## config.mk

```make
export PLATFORM = sky130hd
export DESIGN_NAME = ptoc_top
export DESIGN_NICKNAME = d
export VERILOG_FILES = /design/src/ptoc_pkg.sv /design/src/ptoc_unit.sv /design/src/ptoc_top.sv
export SDC_FILE = /design/constraint.sdc
export NUM_CORES = 1
export LEC_CHECK = 0
export BUFFER_PORTS_ARGS = -buffer_cell sky130_fd_sc_hd__buf_2
export CAP_MARGIN = 10
export CORE_MARGIN = 2
export CORE_UTILIZATION = 45
export DETAILED_ROUTE_END_ITERATION = 10
export PLACE_DENSITY_LB_ADDON = 0.15
export SYNTH_ARGS = -nofsm -noshare
export SYNTH_HDL_FRONTEND = slang
export SYNTH_SLANG_ARGS = --single-unit
```

## constraint.sdc

```tcl
create_clock -name clk_i -period 5.5 [get_ports clk_i]
set_clock_uncertainty 0.2 [all_clocks]
set_input_delay 1.65 -clock clk_i [delete_from_list [all_inputs] [get_ports clk_i]]
set_output_delay 1.65 -clock clk_i [all_outputs]
set_load 0.02 [all_outputs]
```

## src/ptoc_pkg.sv

```systemverilog
// package for the trigger output cascade control block
// assumes a 32-bit classic wishbone register bus and one clock
package ptoc_pkg;
	localparam int unsigned PTOC_UNITS = 4;
	localparam logic [11:0] PTOC_ADR_INDEX = 12'h520;
	localparam logic [11:0] PTOC_ADR_TGT_NS = 12'h530;
	localparam logic [11:0] PTOC_ADR_TGT_S = 12'h534;
	localparam logic [11:0] PTOC_ADR_CTL1 = 12'h538;
	localparam logic [11:0] PTOC_ADR_CTL0 = 12'h524;
	localparam logic [11:0] PTOC_ADR_STAT = 12'h528;
	localparam int unsigned PTOC_B_CHAIN = 31;
	localparam int unsigned PTOC_B_TAIL = 30;
	localparam int unsigned PTOC_B_UPSEL_HI = 27;
	localparam int unsigned PTOC_B_UPSEL_LO = 26;
	localparam int unsigned PTOC_B_NOW = 25;
	localparam int unsigned PTOC_B_NOTIFY = 24;
	localparam int unsigned PTOC_B_EDGE = 23;
	localparam int unsigned PTOC_B_ITER_HI = 15;
	localparam logic [31:0] PTOC_CTL1_WMASK = 32'hcf80ffff;
	localparam int unsigned PTOC_B_SRST = 2;
	localparam int unsigned PTOC_B_EN = 3;
	localparam int unsigned PTOC_B_ACTIVE = 4;
	localparam int unsigned PTOC_B_DONE = 0;
	localparam int unsigned PTOC_B_ERR = 1;
	localparam logic [29:0] PTOC_NS_MASK = 30'h3fffffff;
	localparam logic [31:0] PTOC_CTL1_RST = 32'h00000000;

	typedef enum logic [1:0] {
		PTOC_IDLE = 2'b00,
		PTOC_ARMED = 2'b01,
		PTOC_FIRE = 2'b11
	} ptoc_state_t;

	typedef struct packed {
		logic chain;
		logic tail;
		logic [1:0] upsel;
		logic now;
		logic notify;
		logic edge_neg;
		logic [15:0] iter;
	} ptoc_cfg_t;

	function automatic ptoc_cfg_t ptoc_unpack(input logic [31:0] w);
		ptoc_cfg_t c;
		c.chain = w[PTOC_B_CHAIN];
		c.tail = w[PTOC_B_TAIL];
		c.upsel = w[PTOC_B_UPSEL_HI:PTOC_B_UPSEL_LO];
		c.now = w[PTOC_B_NOW];
		c.notify = w[PTOC_B_NOTIFY];
		c.edge_neg = w[PTOC_B_EDGE];
		c.iter = w[PTOC_B_ITER_HI:0];
		return c;
	endfunction
endpackage

```

## src/ptoc_unit.sv

```systemverilog
// one trigger output unit: waits for target or upstream done, fires, counts passes
// assumes time inputs are synchronous to clk_i
`timescale 1ns/1ps
`default_nettype none
module ptoc_unit
	import ptoc_pkg::*;
(
	input wire logic clk_i,
	input wire logic rst_i,
	input wire logic soft_rst_i,
	input wire logic enable_set_i,
	input wire ptoc_cfg_t cfg_i,
	input wire logic ring_has_tail_i,
	input wire logic [61:0] target_i,
	input wire logic [61:0] now_i,
	input wire logic up_done_i,
	output logic enable_o,
	output logic active_o,
	output logic done_o,
	output logic fault_o,
	output logic fire_o,
	output logic pass_on_o
);
	ptoc_state_t state_reg, state_next;
	logic [15:0] pass_reg;
	logic past_w, reached_w, start_w, last_pass_w;

	assign reached_w = (now_i >= target_i);
	assign past_w = (now_i > target_i);
	// a late target without immediate fire still fires, and also raises a fault when notify is set
	// software starts any unit; a chain member, the head included, also starts on its upstream unit
	assign start_w = enable_o || (cfg_i.chain && up_done_i);
	// only tail counts; chain with no tail repeats forever
	assign last_pass_w = !cfg_i.chain || !cfg_i.tail || (pass_reg == cfg_i.iter);

	always_comb
	begin
		state_next = state_reg;
		case (state_reg)
			PTOC_IDLE: if (start_w) state_next = PTOC_ARMED;
			PTOC_ARMED:
				if (cfg_i.chain || (cfg_i.now && past_w) || reached_w)
					state_next = PTOC_FIRE;
			PTOC_FIRE: state_next = PTOC_IDLE;
			default: state_next = PTOC_IDLE;
		endcase
	end

	always_ff @(posedge clk_i)
	begin
		if (rst_i || soft_rst_i)
		begin
			state_reg <= PTOC_IDLE;
			pass_reg <= 16'h0000;
			enable_o <= 1'b0;
			done_o <= 1'b0;
			fault_o <= 1'b0;
			fire_o <= 1'b0;
			pass_on_o <= 1'b0;
			active_o <= 1'b0;
		end
		else
		begin
			state_reg <= state_next;
			active_o <= (state_next != PTOC_IDLE);
			fire_o <= (state_next == PTOC_FIRE);
			// the tail keeps its last pass to itself, which ends the chain
			pass_on_o <= (state_next == PTOC_FIRE) && !(cfg_i.chain && cfg_i.tail && last_pass_w);
			if (state_reg == PTOC_FIRE)
				enable_o <= 1'b0;
			else if (enable_set_i)
				enable_o <= 1'b1;
			if (state_reg == PTOC_FIRE)
			begin
				done_o <= cfg_i.notify && last_pass_w;
				if (cfg_i.chain && cfg_i.tail && ring_has_tail_i)
					pass_reg <= last_pass_w ? 16'h0000 : pass_reg + 16'h0001;
			end
			else
				done_o <= 1'b0;
			if (state_reg == PTOC_ARMED && !cfg_i.chain && past_w && !cfg_i.now)
				fault_o <= cfg_i.notify;
			else
				fault_o <= 1'b0;
		end
	end

endmodule
`default_nettype wire

```

## src/ptoc_top.sv

```systemverilog
// trigger output cascade control: four units behind an indexed wishbone register window
// assumes a classic wishbone master on clk_i and a synchronous system time input
// How it works
// - chain enable bit makes unit a cascade member
// - tail bit marks last unit of chain
// - no tail anywhere: loop forever, ignore count
// - two-bit field picks upstream done unit
// - immediate-fire bit fires on late target
// - notify bit gates done and fault reporting
// - edge bit picks negative or positive output edge
// - soft reset returns unit to idle defaults
// - index register steers per-unit register accesses
// - tail iteration count means value plus one
//
// Chosen here: the Wishbone interface to the registers.
`timescale 1ns/1ps
`default_nettype none
module ptoc_top
	import ptoc_pkg::*;
#(
	parameter int unsigned UNITS = PTOC_UNITS
)
(
	input wire logic clk_i,
	input wire logic rst_i,
	input wire logic cyc_i,
	input wire logic stb_i,
	input wire logic we_i,
	input wire logic [11:0] adr_i,
	input wire logic [3:0] sel_i,
	input wire logic [31:0] dat_i,
	input wire logic [61:0] sys_time_i,
	output logic [31:0] dat_o,
	output logic ack_o,
	output logic [UNITS-1:0] trig_o
);
	logic [1:0] index_reg;
	logic [31:0] ctl1_reg [UNITS];
	logic [29:0] tns_reg [UNITS];
	logic [31:0] ts_reg [UNITS];
	logic [UNITS-1:0] enable_w, active_w, done_w, fault_w, fire_w, pass_on_w;
	logic [UNITS-1:0] trig_pos_reg, trig_neg_reg;
	logic [UNITS-1:0] done_flag_reg, fault_flag_reg, srst_w, en_set_w;
	logic [UNITS-1:0] tail_w, chain_w;
	logic ring_has_tail_w;
	logic req_w, wr_w, hit_idx_w, hit_ns_w, hit_s_w, hit_c1_w, hit_c0_w, hit_st_w;
	logic [31:0] wmask_w, rd_w;

	assign req_w = cyc_i && stb_i && !ack_o;
	assign wr_w = req_w && we_i;
	assign wmask_w = {{8{sel_i[3]}}, {8{sel_i[2]}}, {8{sel_i[1]}}, {8{sel_i[0]}}};
	assign hit_idx_w = (adr_i == PTOC_ADR_INDEX);
	assign hit_ns_w = (adr_i == PTOC_ADR_TGT_NS);
	assign hit_s_w = (adr_i == PTOC_ADR_TGT_S);
	assign hit_c1_w = (adr_i == PTOC_ADR_CTL1);
	assign hit_c0_w = (adr_i == PTOC_ADR_CTL0);
	assign hit_st_w = (adr_i == PTOC_ADR_STAT);

	function automatic logic [31:0] merge(input logic [31:0] old, input logic [31:0] nw,
		input logic [31:0] m);
		return (old & ~m) | (nw & m);
	endfunction

	// unmapped addresses read zero and still ack
	always_comb
	begin
		rd_w = 32'h00000000;
		if (hit_idx_w)
			rd_w = {30'h0, index_reg};
		else if (hit_ns_w)
			rd_w = {2'b00, tns_reg[index_reg]};
		else if (hit_s_w)
			rd_w = ts_reg[index_reg];
		else if (hit_c1_w)
			rd_w = ctl1_reg[index_reg];
		else if (hit_c0_w)
			rd_w = {27'h0, active_w[index_reg], enable_w[index_reg], 3'b000};
		else if (hit_st_w)
			rd_w = {30'h0, fault_flag_reg[index_reg], done_flag_reg[index_reg]};
	end

	always_ff @(posedge clk_i)
	begin
		if (rst_i)
		begin
			ack_o <= 1'b0;
			dat_o <= 32'h00000000;
			index_reg <= 2'b00;
		end
		else
		begin
			ack_o <= req_w;
			dat_o <= req_w ? rd_w : 32'h00000000;
			if (wr_w && hit_idx_w && sel_i[0])
				index_reg <= dat_i[1:0];
		end
	end

	genvar g;
	generate
		for (g = 0; g < UNITS; g++)
		begin : gen_unit
			logic sel_me_w;
			ptoc_cfg_t cfg_w;
			logic up_done_w;
			logic [31:0] ns_merge_w;
			assign sel_me_w = (index_reg == 2'(g));
			assign srst_w[g] = wr_w && hit_c0_w && sel_me_w && sel_i[0] && dat_i[PTOC_B_SRST];
			assign en_set_w[g] = wr_w && hit_c0_w && sel_me_w && sel_i[0] && dat_i[PTOC_B_EN];
			assign cfg_w = ptoc_unpack(ctl1_reg[g]);
			assign ns_merge_w = merge({2'b00, tns_reg[g]}, dat_i, wmask_w);
			assign tail_w[g] = cfg_w.chain && cfg_w.tail;
			assign chain_w[g] = cfg_w.chain;
			assign up_done_w = pass_on_w[cfg_w.upsel] && (cfg_w.upsel != 2'(g));

			always_ff @(posedge clk_i)
			begin
				if (rst_i || srst_w[g])
				begin
					ctl1_reg[g] <= PTOC_CTL1_RST;
					tns_reg[g] <= 30'h00000000;
					ts_reg[g] <= 32'h00000000;
					done_flag_reg[g] <= 1'b0;
					fault_flag_reg[g] <= 1'b0;
				end
				else
				begin
					if (wr_w && sel_me_w && hit_c1_w)
						ctl1_reg[g] <= merge(ctl1_reg[g], dat_i, wmask_w & PTOC_CTL1_WMASK);
					if (wr_w && sel_me_w && hit_ns_w)
						tns_reg[g] <= ns_merge_w[29:0] & PTOC_NS_MASK;
					if (wr_w && sel_me_w && hit_s_w)
						ts_reg[g] <= merge(ts_reg[g], dat_i, wmask_w);
					// write one clears; a new event in the same cycle wins
					if (done_w[g])
						done_flag_reg[g] <= 1'b1;
					else if (wr_w && sel_me_w && hit_st_w && sel_i[0] && dat_i[PTOC_B_DONE])
						done_flag_reg[g] <= 1'b0;
					if (fault_w[g])
						fault_flag_reg[g] <= 1'b1;
					else if (wr_w && sel_me_w && hit_st_w && sel_i[0] && dat_i[PTOC_B_ERR])
						fault_flag_reg[g] <= 1'b0;
				end
			end

			ptoc_unit u_unit (
				.clk_i(clk_i),
				.rst_i(rst_i),
				.soft_rst_i(srst_w[g]),
				.enable_set_i(en_set_w[g]),
				.cfg_i(cfg_w),
				.ring_has_tail_i(ring_has_tail_w),
				.target_i({ts_reg[g], tns_reg[g]}),
				.now_i(sys_time_i),
				.up_done_i(up_done_w),
				.enable_o(enable_w[g]),
				.active_o(active_w[g]),
				.done_o(done_w[g]),
				.fault_o(fault_w[g]),
				.fire_o(fire_w[g]),
				.pass_on_o(pass_on_w[g])
			);

			// output toggles per fire; the edge bit picks which clock edge launches it
			always_ff @(posedge clk_i)
			begin
				if (rst_i || srst_w[g])
					trig_pos_reg[g] <= 1'b0;
				else if (!cfg_w.edge_neg && fire_w[g])
					trig_pos_reg[g] <= ~trig_pos_reg[g];
			end

			always_ff @(negedge clk_i)
			begin
				if (rst_i || srst_w[g])
					trig_neg_reg[g] <= 1'b0;
				else if (cfg_w.edge_neg && fire_w[g])
					trig_neg_reg[g] <= ~trig_neg_reg[g];
			end
		end
	endgenerate

	// pin is the xor of one toggle flop per edge, so either edge can move it
	assign trig_o = trig_pos_reg ^ trig_neg_reg;
	assign ring_has_tail_w = |tail_w;
endmodule
`default_nettype wire

```

==> results of run 1 <==
-- where the power goes --
part	internal (uW)	total [uW]	leakage [uW]	switching, uW
logic	302	876	0.00824	574
registers	4010	4080	0.00471	72.3
clock network	2380	4040	0.000992	1670
total	6690	9000	0.0139	2310
-- final cells by class --
cell class	instances	area, sq um	share of cell area [%]
flip-flops and latches	489	13200	38.6
multi-input cells	2055	15500	45.4
diodes	5	12.5	0.0366
inverters	269	1010	2.95
clock inverters	38	329	0.963
clock buffers	75	1670	4.89
well taps	873	1090	3.20
repair buffers	223	1340	3.93
-- cell families after synthesis --
family                     after synthesis
and+or+nand+nor                        910
adders and majority gates              252
muxes                                   95
buffers and inverters                  439
AOI/OAI and AO/OA                      666
DFF                                    489
xor gates and xnor gates               132
-- worst max-delay path, delay by kind of cell, from the launching register on --
family	cells	cell delay, ns
buffers and inverters	1	0.16
XOR/XNOR	1	0.15
flip-flops	1	0.32
-- repair_timing --
action | CTS | global route
gates resized for setup | 8 | 0
setup endpoints to repair | 4 | 4
pin swaps | 0 | 0
cloned | 0 | 0
setup buffers | 4 | 1
-- metrics by stage --
stage	setup TNS, ns	power [uW]	utilization, %	instance area (sq um)	setup WS (ns)
2_1_floorplan	-0.730	4650	-	30400	-0.198
3_3_place_gp	-0.592	5000	48.0	32100	-0.152
3_5_place_dp	-0.772	5020	48.0	32100	-0.212
4_1_cts	-1.61	9030	51.0	34200	-0.418
5_1_grt	-1.77	9280	51.1	34200	-0.452
6_report	-1.53	9000	51.1	34200	-0.397
-- per-layer routing --
| layer | routed length, um | vias to the layer above | part of all wire [%] |
|---|---|---|---|
| li1 | - | 11200 | - |
| met1 | 43300 | 12200 | 41 |
| met2 | 48100 | 1218 | 46 |
| met3 | 8690 | 208 | 8.3 |
| met4 | 4990 | 12 | 4.8 |
| met5 | 73 | - | 0.069 |
-- layout by cell type (no fill, tap or decap), drive strengths merged, types with 38 or more instances in the layout --
cell type and count:
buf 223, clkbuf 75, nand4 90, nand2b 102, mux4 89, nand3 55
and3 259, xnor2 90, inv 274, dfxtp 149, a22oi 38, nor2 137
nand2 161, a21oi 233, xor2 42, edfxtp 340, ha 252, o21ai 296
nor3 38
-- final timing paths --
kind                                   start                end  slack, ns  depth (start not counted)
setup / recovery             trig_neg_reg[3]          trig_o[3]      -0.40                          2
hold / removal    gen_unit[2].u_unit.fault_o  fault_flag_reg[2]       0.23                          2
setup reg to reg                index_reg[0]    trig_neg_reg[1]       1.25                          3
hold reg to reg   gen_unit[2].u_unit.fault_o  fault_flag_reg[2]       0.23                          2
==> results.cfg, run 1 <==
[global_route]
grt_pass1_wl_um = 157000
grt_use_met2_pct = 47.7
largest_net_degree_at_the_start_of_global_routing = 116
global_route.usage.met1_pct = 40.8
initial_antenna_violation_count = 9
grt_use_met3_pct = 4.01
grt_most_used_layer = met2
globalRouteOverflowTotal = 0
via_count_of_the_first_global_routing_pass = 24400
track_usage_pct = 29.9

[clock_network]
h-tree-depth = 2
cts.sink_count = 489
cts.hold.buffers_added = 0
tritoncts = yes
clockRootBuffer = sky130_fd_sc_hd__clkbuf_16
cts_inserted_buffers = 58
clk-insertion-delay-late_ns = 0.64
worst_setup_hold_path_clk_slew_ns = 0.06
clockBufferDepth = 3

[setup_path]
crit_path_start_kind = flip-flop
critPathKind = reg2out
worstPathCellList = xor2_1, buf_4
critical_path_arrival_ns = 4.05
critical_path.max_fanout = 2
setup.worst_path.end_class = primary output
max_incr_delay_on_cp_ns = 0.32
crit_path_top_delay_cell = sky130_fd_sc_hd__dfxtp_2
cp.required_ns = 3.65

[flow_run]
max_cap_violations = 0

[logic_synthesis]
netlist_area_sq_um = 30400
syn_nets = 3350
synth_mux_area_share_pct = 6.81
post_synth_fa_ha_maj_area_fraction_pct = 10.4
ys_top_cells_by_count = sky130_fd_sc_hd__edfxtp_1 (340), sky130_fd_sc_hd__o21ai_0 (294), sky130_fd_sc_hd__inv_1 (270)
synth_area_in_compound_gates_pct = 12.5
post-synth-top-count-cell = sky130_fd_sc_hd__edfxtp_1
share_of_async_settable_or_async_resettable_flops_after_synthesis_pct = 0
synth_area_per_cell_sq_um = 10.2
post-synth-top-area-fraction_pct = 33.6
synthesis.instances = 2983
yosysWarningCount = 0
synth.ff_latch_count = 489
yosysUniqueCellTypes = 80
ys_seq_area_share_pct = 43.5
synth_edf_count = 340
synth_xor_area_share_pct = 3.81
synth_top_family_by_area = simple AND/OR/NAND/NOR gates
netlist_top_cells_area = sky130_fd_sc_hd__edfxtp_1 (34%), sky130_fd_sc_hd__ha_1 (10%), sky130_fd_sc_hd__dfxtp_1 (9.8%)
leading_area_contributor_after_synthesis = sky130_fd_sc_hd__edfxtp_1
synth_ff_type = sky130_fd_sc_hd__edfxtp_1
synthSimpleGateAreaFrac_pct = 17.1

[timing]
hold_slack_ns = 0.229
rsz0062_at_grt = yes
final.setup.worst_slack_ns = -0.397
finalHoldViolCount = 0
max_slew_margin_pct = 29.0
drv_slew = 0
setup_viol = 4
max_slew.worst_pin.slew_ns = 1.06

[hold_path]
worst_hold_path_type = reg2reg

[die]
dieHeight_um = 264
fp.dieArea_sq_um = 69500
floorplan_row_count = 95
die_w_um = 264
core_sq_um = 66900
initial_core_util_pct = 45.4
ioPinCount = 152

[placement]
port_buffers = 151
place.detailed.hpwl_um = 75600
dpl.cell_count = 3905
routabilityCongestion = 0.951

[layout]
nets = 3467
largest_reg_flops = 128
fin_cells = 4027
layout-drive-gt1-share_pct = 15.1
area_growth_syn_to_layout_pct = 12.6
fillers = 6082

[routing]
drtIter0Drc = 2805
wire_per_inst_um = 26.1
antenna_violating_nets_post_route = 0
finalWirelength_um = 105000
post_drt_via_cell_ratio = 6.17
num_vias = 24800
remaining_drc_errors = 0
detail_route.first_pass.iterations = 5

[power]
vdd.ir_drop.worst_mv = 0.288
power.leakage_uw = 0.0139
powerDensity_nw_per_um2 = 263

[outcome]
status = finished with violations
violations = setup timing
(Power assumes the default switching activity.)
==> run 2: changes to the inputs <==
--- a/config.mk
+++ b/config.mk
@@ -8,7 +8,7 @@
 export BUFFER_PORTS_ARGS = -buffer_cell sky130_fd_sc_hd__buf_2
 export CAP_MARGIN = 10
 export CORE_MARGIN = 2
-export CORE_UTILIZATION = 45
+export CORE_UTILIZATION = 24
 export DETAILED_ROUTE_END_ITERATION = 10
 export PLACE_DENSITY_LB_ADDON = 0.15
 export SYNTH_ARGS = -nofsm -noshare
==> run 2 against run 1 <==
Effect of this change:
- the run still ends with setup timing left
- count of clock-buffer cells in the layout is 16 higher
- design area is 3.9% higher
- critical path depth stayed put
- non-clock buffer count increased by 19
- cell count is 20% higher
- critical endpoint unchanged
- highest routed layer unchanged
==> results.cfg, run 2 (synthesis gave the netlist of run 1 again) <==
[clock_network]
clockBufferDepth = 3
clockRootBuffer = sky130_fd_sc_hd__clkbuf_16
worst_setup_hold_path_clk_slew_ns = 0.05
tritoncts = yes
h-tree-depth = 3
clk-insertion-delay-late_ns = 0.65
cts.sink_count = 489
cts_inserted_buffers = 67

[layout]
layout-drive-gt1-share_pct = 15.9
fillers = 13300
mostFrequentLayoutCells = sky130_fd_sc_hd__edfxtp_1 (340), sky130_fd_sc_hd__o21ai_0 (282), sky130_fd_sc_hd__inv_1 (273), sky130_fd_sc_hd__and3_1 (259), sky130_fd_sc_hd__ha_1 (252)
area_growth_syn_to_layout_pct = 17.0
nets = 3495
layout.cells.most_common = sky130_fd_sc_hd__edfxtp_1
largest_reg_flops = 128

[placement]
routabilityCongestion = 0.839
place.detailed.hpwl_um = 89300
port_buffers = 151

[global_route]
globalRouteOverflowTotal = 0
initial_antenna_violation_count = 18
via_count_of_the_first_global_routing_pass = 24200
track_usage_pct = 18.8
grt_pass1_wl_um = 178000
largest_net_degree_at_the_start_of_global_routing = 111

[die]
die_w_um = 360
dieHeight_um = 360
core_sq_um = 126000
floorplan_row_count = 130
initial_core_util_pct = 24.2
ioPinCount = 152
fp.dieArea_sq_um = 129000

[routing]
num_vias = 24000
drtIter0Drc = 2146
remaining_drc_errors = 0
post_drt_via_cell_ratio = 4.95
finalWirelength_um = 123000
wire_per_inst_um = 25.5
antenna_violating_nets_post_route = 0
detail_route.first_pass.iterations = 6

[setup_path]
critical_path.max_fanout = 2
critical_path_arrival_ns = 4.04
setup.worst_path.end_class = primary output
crit_path_start_kind = flip-flop
cp.required_ns = 3.65
critPathKind = reg2out
r2r_cells = 4

[timing]
finalHoldViolCount = 0
fin_tns_setup_ns = -1.50
max_slew.worst_pin.slew_ns = 1.22
drv_slew = 0
rsz0062_at_grt = yes
hold_slack_ns = 0.227
setup_viol = 4
max_slew_margin_pct = 18.5
final.setup.worst_slack_ns = -0.387

[hold_path]
holdPathStages = 2
worst_hold_path_type = reg2reg

[power]
power.leakage_uw = 0.0141
powerDensity_nw_per_um2 = 266
vdd.ir_drop.worst_mv = 0.207

[outcome]
violations = setup timing
status = finished with violations

[flow_run]
max_cap_violations = 0
## run 2: worst paths after layout
kind	startpoint	endpoint	slack (ns)
setup / recovery	trig_neg_reg[3]	trig_o[3]	-0.39
hold / removal	gen_unit[0].u_unit.done_o	done_flag_reg[0]	0.23
setup reg to reg	index_reg[1]	trig_neg_reg[0]	1.21
hold reg to reg	gen_unit[0].u_unit.done_o	done_flag_reg[0]	0.23
## run 2: final cells by class
cell class / count / area, sq um / area share, %
Clock buffer: 91 / 1910 / 5.38
Antenna cell: 5 / 12.5 / 0.0352
Multi-Input combinational cell: 2055 / 15500 / 43.7
Tap cell: 1650 / 2060 / 5.81
Timing Repair Buffer: 242 / 1510 / 4.24
Clock inverter: 37 / 279 / 0.786
Inverter: 269 / 1010 / 2.84
Sequential cell: 489 / 13200 / 37.2
## run 2: critical path, stage by stage (launching register included)
cell                      delay, ns
sky130_fd_sc_hd__dfxtp_2       0.34
sky130_fd_sc_hd__xor2_2        0.15
sky130_fd_sc_hd__buf_6         0.13
## run 2: repair_timing
item,CTS,global route
pin swaps,1,0
hold buffers,0,0
resized for setup,8,2
setup endpoints to repair,4,4
hold endpoints to repair,0,0
setup buffers,3,0
## run 2: through the flow
stage,setup WS (ns),instance area (sq um),power (uW),std cells,utilization [%]
finish,-0.387,35500,9450,4838,28.3
global placement,-0.206,33300,5080,4703,26.5
CTS,-0.457,35500,9560,4833,28.3
detailed placement,-0.215,33300,5070,4703,26.5
global route,-0.437,35500,9790,4836,28.3
floorplan,-0.198,30400,4650,2983,-
## run 2: routing by layer
| layer | global-route usage, % | wire [um] | part of all wire [%] |
|---|---|---|---|
| met1 | 26.8 | 58400 | 47 |
| met2 | 29.8 | 55900 | 45 |
| met3 | 2.49 | 6110 | 5.0 |
| met4 | 4.76 | 2890 | 2.3 |
| met5 | 0 | 27 | 0.022 |
## run 2: power breakdown
group	switching, uW	internal [uW]
Combinational	599	306
Sequential	74.1	4010
Clock	1870	2590
